### config.mk
export PLATFORM = sky130hd
export DESIGN_NAME = sos_status_output
export DESIGN_NICKNAME = d
export VERILOG_FILES = /design/src/pkg/sos_pkg.sv /design/src/rtl/sos_status_output.sv
export SDC_FILE = /design/constraint.sdc
export NUM_CORES = 2
export LEC_CHECK = 0
export ABC_AREA = 1
export CAP_MARGIN = 30
export CORE_UTILIZATION = 59
export DETAILED_ROUTE_END_ITERATION = 8
export DONT_BUFFER_PORTS = 1
export MAX_ROUTING_LAYER = met4
export PLACE_DENSITY = 0.77
export SKIP_CTS_REPAIR_TIMING = 1
export SLEW_MARGIN = 10
export SYNTH_ARGS = -nofsm -noshare
export SYNTH_HDL_FRONTEND = slang
export SYNTH_SLANG_ARGS = --single-unit
### constraint.sdc
create_clock -name pclk -period 110.7 [get_ports pclk]
set_input_delay 5.535 -clock pclk [delete_from_list [all_inputs] [get_ports pclk]]
set_output_delay 5.535 -clock pclk [all_outputs]
set_load 0.005 [all_outputs]
### src/pkg/sos_pkg.sv
// constants and types shared by the status output signalling block
package sos_pkg;
    // apb register byte offsets
    localparam logic [7:0] SOS_CTRL_OFS = 8'h00;
    localparam logic [7:0] SOS_THRESH_OFS = 8'h04;
    localparam logic [7:0] SOS_FSCALE_OFS = 8'h08;
    localparam logic [7:0] SOS_ASCALE_OFS = 8'h0C;
    localparam logic [7:0] SOS_DSEL_OFS = 8'h10;
    localparam logic [7:0] SOS_STATUS_OFS = 8'h14;
    localparam logic [7:0] SOS_DISP_OFS = 8'h18;
    // control register field positions
    localparam int SOS_F1_LSB = 0;
    localparam int SOS_F2_LSB = 3;
    localparam int SOS_P1_BIT = 6;
    localparam int SOS_P2_BIT = 7;
    localparam int SOS_RPOL_BIT = 8;
    localparam int SOS_PID_BIT = 9;
    localparam int SOS_CLR_BIT = 16;
    // output function codes
    localparam logic [2:0] SOS_FUNC_DEV = 3'h4;
    localparam logic [2:0] SOS_FUNC_FAULT = 3'h5;
    // values after reset
    localparam logic [2:0] SOS_FUNC_RST = 3'h0;
    localparam logic SOS_OPOL_RST = 1'b0;
    localparam logic SOS_RPOL_RST = 1'b1;
    localparam logic [9:0] SOS_THRESH_RST = 10'h01E;
    localparam logic [13:0] SOS_FSCALE_RST = 14'h0064;
    localparam logic [13:0] SOS_ASCALE_RST = 14'h0064;
    localparam logic [3:0] SOS_DSEL_RST = 4'h1;
    // display selector codes
    localparam logic [3:0] SOS_D_FREQ = 4'h1;
    localparam logic [3:0] SOS_D_CURR = 4'h2;
    localparam logic [3:0] SOS_D_DIR = 4'h3;
    localparam logic [3:0] SOS_D_SACT = 4'h4;
    localparam logic [3:0] SOS_D_INS = 4'h5;
    localparam logic [3:0] SOS_D_OUTS = 4'h6;
    localparam logic [3:0] SOS_D_SFRQ = 4'h7;
    localparam logic [3:0] SOS_D_LAST = 4'h8;
    localparam logic [3:0] SOS_D_HIST = 4'h9;
    // timing
    localparam int SOS_CLK_HZ = 100_000_000;
    localparam int SOS_FAULT_DLY_MS = 300;
    localparam int SOS_PU_DLY_MS = 50;
    localparam int SOS_FAULT_DLY_CYC = SOS_FAULT_DLY_MS * (SOS_CLK_HZ / 1000);
    localparam int SOS_PU_DLY_CYC = SOS_PU_DLY_MS * (SOS_CLK_HZ / 1000);
    // display content kinds
    typedef enum logic [2:0] {
        SOS_DK_NUM = 3'b000,
        SOS_DK_NONE = 3'b001,
        SOS_DK_FWD = 3'b010,
        SOS_DK_REV = 3'b011,
        SOS_DK_STOP = 3'b100,
        SOS_DK_BITS = 3'b101
    } sos_dkind_t;
    // power-up sequencing
    typedef enum logic [0:0] {
        SOS_PU_WAIT = 1'b0,
        SOS_PU_RUN = 1'b1
    } sos_pu_t;
endpackage

### src/rtl/sos_status_output.sv
// status outputs, fault relay, fault record and keypad display selection
// Behaviour
// - deviation alarm while pid active and exceeded
// - output function code 04 gives deviation alarm
// - output function code 05 gives fault alarm
// - fault alarm follows fault after 300 ms
// - output break contact closes only after powerup delay
// - relay code 01: make pair closed when healthy
// - relay code 00: make pair closes on fault
// - fault records kept across power removal
// - powerup resets state, relay not re-signalled
// - last fault item pages code, freq, current, voltage
// - history item shows second then third fault
// - frequency item shows frequency, hertz lamp lit
// - current item shows current, ampere lamp lit
// - direction item shows forward, reverse or stop
// - scaled actual item, only with pid active
// - input state item shows five inputs
// - output state item shows outputs and relay
// - scaled frequency item fits four digits
// - output polarity 01 turns make into break
`timescale 1ns/100ps
module sos_status_output
    import sos_pkg::*;
#(
    parameter int W = 16,
    parameter int FAULT_DLY_CYC = SOS_FAULT_DLY_CYC,
    parameter int PU_DLY_CYC = SOS_PU_DLY_CYC
)
(
    // clock, resets, enable
    input wire logic pclk,
    input wire logic presetn,
    input wire logic por_n,
    input wire logic ce,
    // apb slave
    input wire logic psel,
    input wire logic penable,
    input wire logic pwrite,
    input wire logic [7:0] paddr,
    input wire logic [31:0] pwdata,
    output logic [31:0] prdata,
    output logic pready,
    output logic pslverr,
    // drive values, same clock
    input wire logic [W-1:0] setpoint,
    input wire logic [W-1:0] actual,
    input wire logic [W-1:0] out_freq,
    input wire logic [W-1:0] motor_current,
    input wire logic [W-1:0] dc_bus_voltage,
    input wire logic [1:0] rotation,
    input wire logic fault_event,
    input wire logic [7:0] fault_code,
    // pins from outside
    input wire logic [4:0] dig_in,
    input wire logic program_key,
    // terminal outputs, high means contact closed
    output logic out_one_closed,
    output logic out_two_closed,
    output logic relay_make_terminal,
    output logic relay_break_terminal,
    // keypad display
    output logic [W-1:0] disp_value,
    output logic [1:0] disp_dp,
    output logic [2:0] disp_kind,
    output logic hz_lamp,
    output logic amp_lamp
);
    // registers
    logic [2:0] f1_r, f2_r;
    logic p1_r, p2_r, rpol_r, pid_r;
    logic [9:0] thresh_r;
    logic [13:0] fscale_r, ascale_r;
    logic [3:0] dsel_r;
    logic [31:0] prdata_r;
    logic pslverr_r;
    // fault and alarm state
    logic fault_r, alarm_r, dev_r;
    logic [31:0] fcnt_r, pucnt_r;
    sos_pu_t pu_r;
    logic clr_wr;
    // fault record, codes three deep, freq, current and voltage of the last fault only
    logic [7:0] hcode_r [0:2];
    logic [W-1:0] hfreq_r, hcurr_r, hdcv_r;
    logic [2:0] hval_r;
    // synchronisers
    logic [4:0] in_s1_r, in_s2_r;
    logic key_s1_r, key_s2_r, key_d_r;
    logic key_rise;
    // display
    logic [1:0] page_r;
    logic [W-1:0] disp_nxt;
    logic [1:0] dp_nxt;
    sos_dkind_t kind_nxt;
    logic [W-1:0] sfrq_v, sact_v;
    logic [1:0] sfrq_dp, sact_dp;
    logic [W:0] diff;
    logic wr, rd;

    // contact level of a programmable output from its function and polarity
    function automatic logic out_level(input logic [2:0] fsel, input logic pol,
                                       input logic dev, input logic alm, input logic pu);
        logic act;
        act = 1'b0;
        if (fsel == SOS_FUNC_DEV)
            act = dev;
        else if (fsel == SOS_FUNC_FAULT)
            act = alm;
        // break contact only closes once power-up settles
        out_level = pol ? (!act && pu) : act;
    endfunction

    // value in 0.01 units fitted to four digits; dp 3 means one trailing zero dropped
    function automatic logic [W+1:0] scale_fit(input logic [W-1:0] val, input logic [13:0] fac);
        logic [31:0] p;
        logic [31:0] v;
        p = 32'(val) * 32'(fac) / 32'd10;
        v = 32'h0;
        scale_fit = '0;
        if (p < 32'd10000)
        begin
            v = p;
            scale_fit[W+1:W] = 2'h2;
        end
        else if (p < 32'd100000)
        begin
            v = p / 32'd10;
            scale_fit[W+1:W] = 2'h1;
        end
        else if (p < 32'd1000000)
        begin
            v = p / 32'd100;
            scale_fit[W+1:W] = 2'h0;
        end
        else
        begin
            v = p / 32'd1000;
            scale_fit[W+1:W] = 2'h3;
        end
        if (v > 32'd9999)
            v = 32'd9999;
        scale_fit[W-1:0] = v[W-1:0];
    endfunction

    assign wr = psel && penable && pwrite;
    assign rd = psel && !penable && !pwrite;
    assign pready = 1'b1;
    assign prdata = prdata_r;
    assign pslverr = pslverr_r;
    assign clr_wr = wr && (paddr == SOS_CTRL_OFS) && pwdata[SOS_CLR_BIT];

    // register writes; unmapped writes are dropped
    always_ff @(posedge pclk or negedge presetn)
    begin
        if (!presetn)
        begin
            f1_r <= SOS_FUNC_RST;
            f2_r <= SOS_FUNC_RST;
            p1_r <= SOS_OPOL_RST;
            p2_r <= SOS_OPOL_RST;
            rpol_r <= SOS_RPOL_RST;
            pid_r <= 1'b0;
            thresh_r <= SOS_THRESH_RST;
            fscale_r <= SOS_FSCALE_RST;
            ascale_r <= SOS_ASCALE_RST;
            dsel_r <= SOS_DSEL_RST;
        end
        else if (ce && wr)
        begin
            if (paddr == SOS_CTRL_OFS)
            begin
                f1_r <= pwdata[SOS_F1_LSB +: 3];
                f2_r <= pwdata[SOS_F2_LSB +: 3];
                p1_r <= pwdata[SOS_P1_BIT];
                p2_r <= pwdata[SOS_P2_BIT];
                rpol_r <= pwdata[SOS_RPOL_BIT];
                pid_r <= pwdata[SOS_PID_BIT];
            end
            else if (paddr == SOS_THRESH_OFS)
                thresh_r <= (pwdata[9:0] > 10'd1000) ? 10'd1000 : pwdata[9:0];
            else if (paddr == SOS_FSCALE_OFS)
                fscale_r <= pwdata[13:0];
            else if (paddr == SOS_ASCALE_OFS)
                ascale_r <= pwdata[13:0];
            else if (paddr == SOS_DSEL_OFS)
                dsel_r <= pwdata[3:0];
        end
    end

    // read data captured in setup, held through access; error on unmapped
    always_ff @(posedge pclk or negedge presetn)
    begin
        if (!presetn)
        begin
            prdata_r <= 32'h0;
            pslverr_r <= 1'b0;
        end
        else if (ce && psel && !penable)
        begin
            prdata_r <= 32'h0;
            pslverr_r <= 1'b0;
            if (paddr == SOS_CTRL_OFS)
                prdata_r <= {22'h0, pid_r, rpol_r, p2_r, p1_r, f2_r, f1_r};
            else if (paddr == SOS_THRESH_OFS)
                prdata_r <= {22'h0, thresh_r};
            else if (paddr == SOS_FSCALE_OFS)
                prdata_r <= {18'h0, fscale_r};
            else if (paddr == SOS_ASCALE_OFS)
                prdata_r <= {18'h0, ascale_r};
            else if (paddr == SOS_DSEL_OFS)
                prdata_r <= {28'h0, dsel_r};
            else if (paddr == SOS_STATUS_OFS)
                prdata_r <= {20'h0, hval_r, pu_r, relay_make_terminal, out_two_closed,
                             out_one_closed, dev_r, alarm_r, fault_r} & {32{rd}};
            else if (paddr == SOS_DISP_OFS)
                prdata_r <= {9'h0, disp_kind, page_r, disp_dp, disp_value};
            else
                pslverr_r <= 1'b1;
        end
    end

    // deviation magnitude in tenths of a percent
    assign diff = (setpoint > actual) ? ({1'b0, setpoint} - {1'b0, actual})
                                      : ({1'b0, actual} - {1'b0, setpoint});

    // deviation alarm follows the excess while pid runs
    always_ff @(posedge pclk or negedge presetn)
    begin
        if (!presetn)
            dev_r <= 1'b0;
        else if (ce)
            dev_r <= pid_r && (diff > (W+1)'(thresh_r));
    end

    // fault latch; a new fault beats a clear in the same cycle, reset forgets it
    always_ff @(posedge pclk or negedge presetn)
    begin
        if (!presetn)
            fault_r <= 1'b0;
        else if (ce)
        begin
            if (fault_event)
                fault_r <= 1'b1;
            else if (clr_wr)
                fault_r <= 1'b0;
        end
    end

    // alarm rises a fixed time after the fault, drops with the clear
    always_ff @(posedge pclk or negedge presetn)
    begin
        if (!presetn)
        begin
            fcnt_r <= 32'h0;
            alarm_r <= 1'b0;
        end
        else if (ce)
        begin
            if (!fault_r)
            begin
                fcnt_r <= 32'h0;
                alarm_r <= 1'b0;
            end
            else if (fcnt_r < 32'(FAULT_DLY_CYC - 1))
                fcnt_r <= fcnt_r + 32'h1;
            else
                alarm_r <= 1'b1;
        end
    end

    // power-up delay after reset release
    always_ff @(posedge pclk or negedge presetn)
    begin
        if (!presetn)
        begin
            pu_r <= SOS_PU_WAIT;
            pucnt_r <= 32'h0;
        end
        else if (ce)
        begin
            case (pu_r)
                SOS_PU_WAIT:
                begin
                    if (pucnt_r >= 32'(PU_DLY_CYC - 1))
                        pu_r <= SOS_PU_RUN;
                    else
                        pucnt_r <= pucnt_r + 32'h1;
                end
                default:
                    pu_r <= SOS_PU_RUN;
            endcase
        end
    end

    // terminal drive; combinational so the contacts track state at once
    assign out_one_closed = out_level(f1_r, p1_r, dev_r, alarm_r, pu_r == SOS_PU_RUN);
    assign out_two_closed = out_level(f2_r, p2_r, dev_r, alarm_r, pu_r == SOS_PU_RUN);
    always_comb
    begin
        if (rpol_r)
            relay_make_terminal = !alarm_r && (pu_r == SOS_PU_RUN);
        else
            relay_make_terminal = alarm_r;
        relay_break_terminal = !relay_make_terminal;
    end

    // fault records sit on the retention reset only, so device reset keeps them
    always_ff @(posedge pclk or negedge por_n)
    begin
        if (!por_n)
        begin
            hval_r <= 3'h0;
            hfreq_r <= '0;
            hcurr_r <= '0;
            hdcv_r <= '0;
            for (int i = 0; i < 3; i++)
                hcode_r[i] <= 8'h0;
        end
        else if (ce && fault_event)
        begin
            hcode_r[0] <= fault_code;
            hcode_r[1] <= hcode_r[0];
            hcode_r[2] <= hcode_r[1];
            hval_r <= {hval_r[1:0], 1'b1};
            hfreq_r <= out_freq;
            hcurr_r <= motor_current;
            hdcv_r <= dc_bus_voltage;
        end
    end

    // pins cross into the clock domain through two flops
    always_ff @(posedge pclk or negedge presetn)
    begin
        if (!presetn)
        begin
            in_s1_r <= 5'h0;
            in_s2_r <= 5'h0;
            key_s1_r <= 1'b0;
            key_s2_r <= 1'b0;
            key_d_r <= 1'b0;
        end
        else if (ce)
        begin
            in_s1_r <= dig_in;
            in_s2_r <= in_s1_r;
            key_s1_r <= program_key;
            key_s2_r <= key_s1_r;
            key_d_r <= key_s2_r;
        end
    end
    assign key_rise = key_s2_r && !key_d_r;

    // page steps on each key press in the last fault and history items; a new selector write restarts at page 0
    always_ff @(posedge pclk or negedge presetn)
    begin
        if (!presetn)
            page_r <= 2'h0;
        else if (ce)
        begin
            if (wr && (paddr == SOS_DSEL_OFS))
                page_r <= 2'h0;
            else if (key_rise && dsel_r == SOS_D_LAST)
                page_r <= page_r + 2'h1;
            else if (key_rise && dsel_r == SOS_D_HIST)
                page_r <= {1'b0, !page_r[0]};
        end
    end

    assign {sfrq_dp, sfrq_v} = scale_fit(out_freq, fscale_r);
    assign {sact_dp, sact_v} = scale_fit(actual, ascale_r);

    // display content chosen by the selector
    always_comb
    begin
        disp_nxt = '0;
        dp_nxt = 2'h0;
        kind_nxt = SOS_DK_NUM;
        if (dsel_r == SOS_D_FREQ)
        begin
            disp_nxt = out_freq;
            dp_nxt = 2'h1;
        end
        else if (dsel_r == SOS_D_CURR)
        begin
            disp_nxt = motor_current;
            dp_nxt = 2'h2;
        end
        else if (dsel_r == SOS_D_DIR)
        begin
            if (out_freq == '0 || rotation == 2'h0)
                kind_nxt = SOS_DK_STOP;
            else if (rotation == 2'h1)
                kind_nxt = SOS_DK_FWD;
            else
                kind_nxt = SOS_DK_REV;
        end
        else if (dsel_r == SOS_D_SACT)
        begin
            if (pid_r)
            begin
                disp_nxt = sact_v;
                dp_nxt = sact_dp;
            end
            else
                kind_nxt = SOS_DK_NONE;
        end
        else if (dsel_r == SOS_D_INS)
        begin
            kind_nxt = SOS_DK_BITS;
            disp_nxt = W'(in_s2_r);
        end
        else if (dsel_r == SOS_D_OUTS)
        begin
            kind_nxt = SOS_DK_BITS;
            disp_nxt = W'({relay_make_terminal, out_two_closed, out_one_closed});
        end
        else if (dsel_r == SOS_D_SFRQ)
        begin
            disp_nxt = sfrq_v;
            dp_nxt = sfrq_dp;
        end
        else if (dsel_r == SOS_D_LAST)
        begin
            if (!hval_r[0])
                kind_nxt = SOS_DK_NONE;
            else if (page_r == 2'h0)
                disp_nxt = W'(hcode_r[0]);
            else if (page_r == 2'h1)
            begin
                disp_nxt = hfreq_r;
                dp_nxt = 2'h1;
            end
            else if (page_r == 2'h2)
            begin
                disp_nxt = hcurr_r;
                dp_nxt = 2'h2;
            end
            else
                disp_nxt = hdcv_r;
        end
        else if (dsel_r == SOS_D_HIST)
        begin
            if (!hval_r[1])
                kind_nxt = SOS_DK_NONE;
            else if (page_r[0] && !hval_r[2])
                kind_nxt = SOS_DK_NONE;
            else
                disp_nxt = W'(hcode_r[page_r[0] ? 2 : 1]);
        end
        else
            kind_nxt = SOS_DK_NONE;
    end

    // display outputs registered so the keypad sees steady values
    always_ff @(posedge pclk or negedge presetn)
    begin
        if (!presetn)
        begin
            disp_value <= '0;
            disp_dp <= 2'h0;
            disp_kind <= SOS_DK_NONE;
            hz_lamp <= 1'b0;
            amp_lamp <= 1'b0;
        end
        else if (ce)
        begin
            disp_value <= disp_nxt;
            disp_dp <= dp_nxt;
            disp_kind <= kind_nxt;
            hz_lamp <= (dsel_r == SOS_D_FREQ);
            amp_lamp <= (dsel_r == SOS_D_CURR);
        end
    end
endmodule

==> metrics.md <==
| Metric | Value |
|---|---|
| CP arrival | `78.17 ns` |
| Hpwl dp | `228600 µm` |
| Sum of negative setup slack | `0 ns` |
| Gr busiest metal | `met2` |
| Mapped Area | `0.09058 mm²` |
| Met1 GRT Util | `0.4617` |
| Final ANT Viol Nets | `0` |
| Sequential Area | `0.006447 mm²` |
| Area grow syn2layout | `2.445%` |
| Rel. slew slack | `0.2793` |
| Final setup violation count | `0` |
| Core area | `0.1521 mm²` |
| Number of max-cap violations | `0` |
| Share of layout cells above drive strength 1 | `0.1377` |
| R2R setup slack | `36.97 ns` |
| Yosys Warn Count | `0` |
| Syn Area/Cell | `6.065 µm²` |
| Root Buffer | `clkbuf_16` |
| Gp weighted congestion | `1.042` |
| Final count of hold timing violations | `0` |
| GR Util met2 | `0.5772` |
| Clock sink count | `257` |
| Vias | `93820` |
| Routed WL | `276500 µm` |
| Slew Limit Fails | `0` |
| # DRC | `0` |
| Cells after synthesis | `14930` |
| Peak Freq | `12.87 MHz` |
| Sequential share of the synthesized area | `0.07118` |
| Vias in the first global route | `86640` |
| Initial antenna violation count | `21` |
| IO buf count | `0` |
| Post-DP Area | `0.09159 mm²` |
| Commonest non-fill, non-tap cells in the layout | `nand2_1 (4167), inv_1 (2399), nor2_1 (1217), nand3_1 (1054), ha_1 (663)` |
| TritonRoute pass-1 iters | `7` |
| Post-route clock skew | `0.03501 ns` |
| Post-route insts no fill | `16830` |
| Initial Utilization | `0.5956` |
| Placed Cells | `16750` |
| Area leader, netlist | `nand2_1` |
| Largest net degree at the start of global routing | `183` |
| Chip height | `393.8 µm` |
| Clock buffer count from CTS | `30` |
| Top area cells in the synthesized netlist | `nand2_1 (17%), inv_1 (10%), ha_1 (9.2%), fa_1 (7.3%), dfrtp_1 (6.7%)` |
| Fill cells | `15310` |
| Row count | `143` |
| Worst-path clk slew | `0.06 ns` |
| Clock Latency Late Sink | `0.59 ns` |
| # IOs | `205` |
| Crit path capture type | `flop` |
| GR Util met3 | `0.04828` |
| DRT iter0 DRCs | `8276` |
| Nets@finish | `15890` |
| Min-delay worst type | `reg -> reg` |
| Post-synth EDFFs | `0` |
| Die W | `393.8 µm` |
| Design Area, Final | `0.09279 mm²` |
| Clock tree buffer depth | `3` |
| CP max FO | `30` |
| Measured slew at the worst slew-check pin | `1.071 ns` |
| Full die area | `0.1551 mm²` |
| Minimum clock period | `77.70 ns` |
| Status | `finished clean` |
| Global route overflow | `0` |
| Top cell by count, worst path | `nand2_1` |
| Crit path max-delay cell type | `o21ai_0` |
| Via/cell ratio | `5.576` |
| H-Tree Depth | `1` |
| Kind of critical path | `in -> reg` |
| Commonest non-fill, non-tap cell in the layout | `nand2_1` |
| Cell variety after synth | `107` |
| CTS tree | `built` |
| RSZ-0062 raised after global routing | `no` |
| Total GRT Usage | `0.3579` |
| First-pass GRT wire length | `447100 µm` |
| Post-synthesis async set-or-reset flop share | `1.000` |
| Delay of the slowest cell on the worst path | `0.64 ns` |
| Primary FF master, synth | `dfrtp_1` |
| Fin crit share | `0.7019` |
| Startpoint Class | `input port` |
| Average wire per standard cell | `16.43 µm` |
| Req. time, crit path | `111.17 ns` |
| Area of the multi-input gates | `0.07228 mm²` |
| Yosys reg bits | `257` |
| Post-synth top area share | `0.1727` |
-- metrics by stage --
stage                     hold WS [ns]    util  setup slack, ns
after floorplan                 0.4294       -            41.18
after global placement          0.3651  0.6021            33.19
after detailed placement        0.3662  0.6022            32.82
after CTS                       0.3834  0.6094            33.26
after global routing            0.3943  0.6100            26.17
final                           0.3810  0.6101            33.00
-- critical path, delay by kind of cell --
kind | cells | cell delay, ns
and+or+nand+nor | 299 | 36.84
adders and majority gates | 36 | 13.71
AOI/OAI and AO/OA | 55 | 13.20
buffers and inverters | 74 | 7.69
xor gates and xnor gates | 1 | 0.53
muxes | 1 | 0.37
-- cells in the mapped netlist, types with 28 or more instances --
cell type / count
nor3_1: 161
fa_1: 332
or2_2: 57
dfrtp_1: 244
xor2_1: 221
o21bai_1: 32
a21oi_1: 501
o21ai_1: 64
nor2_1: 1219
nand3b_1: 139
nand2_2: 614
a31oi_1: 28
ha_1: 663
buf_6: 47
nor2_2: 182
inv_2: 131
nor4_1: 31
nand3_4: 83
nand2_4: 235
clkbuf_1: 157
nand2_1: 4168
o21ai_0: 609
nor2_4: 82
nand4_1: 390
xnor2_1: 211
o211ai_1: 31
nand3_1: 1054
inv_1: 2402
clkinv_1: 51
nand3_2: 315
-- registers in the layout, summed over array words and instances (netlist names), 4 cells and up --
register / count
hfreq_r: 16
pucnt_r: 32
fcnt_r: 32
hcurr_r: 16
thresh_r: 10
hdcv_r: 16
hcode_r: 24
dsel_r: 4
in_s1_r: 5
fscale_r: 14
prdata: 23
ascale_r: 14
in_s2_r: 5
disp_value: 16
-- final cells by class --
cell class	count	area share
clock buffer	36	0.008886
tap	2030	0.02737
multi-input combinational	11790	0.7789
timing repair buffer	42	0.003816
clock inverter	20	0.002940
inverter	2625	0.1080
sequential	257	0.06948
antenna	21	0.0005663
-- worst paths after layout --
kind                                               start  depth (start not counted)                         end
worst max-delay path                         out_freq[8]                        466   disp_value[0]$_DFFE_PN0P_
worst min-delay path             pucnt_r[30]$_DFFE_PN0P_                          0     pucnt_r[30]$_DFFE_PN0P_
worst max register to register  ascale_r[11]$_DFFE_PN0P_                        462  disp_value[13]$_DFFE_PN0P_
worst min register to register   pucnt_r[30]$_DFFE_PN0P_                          0     pucnt_r[30]$_DFFE_PN0P_
max in group asynchronous                        presetn                          0    disp_kind[0]$_DFFE_PN1P_
min in group asynchronous                          por_n                          0       hdcv_r[4]$_DFFE_PN0P_
-- logic make-up after synthesis --
group / Yosys count / share of synthesized area
XOR/XNOR: 438 / 0.04298
multiplexers: 20 / 0.002445
AND/OR/NAND/NOR: 8838 / 0.4935
other: 2 / 0.00008291
flip-flops: 257 / 0.07118
adder cells (fa/ha/maj): 995 / 0.1650
buffers and inverters: 2900 / 0.1322
AO/OA/AOI/OAI: 1483 / 0.09266
-- per-layer routing --
layer / vias to the layer above / routed length (µm)
li1: 47120 / -
met1: 42830 / 119000
met2: 3311 / 124100
met3: 568 / 22660
met4: 0 / 10740
met5: - / 0
Power is left out: the tool's default activity adds up to more than one toggle a clock period on the data nets, which glitch-free logic cannot reach.
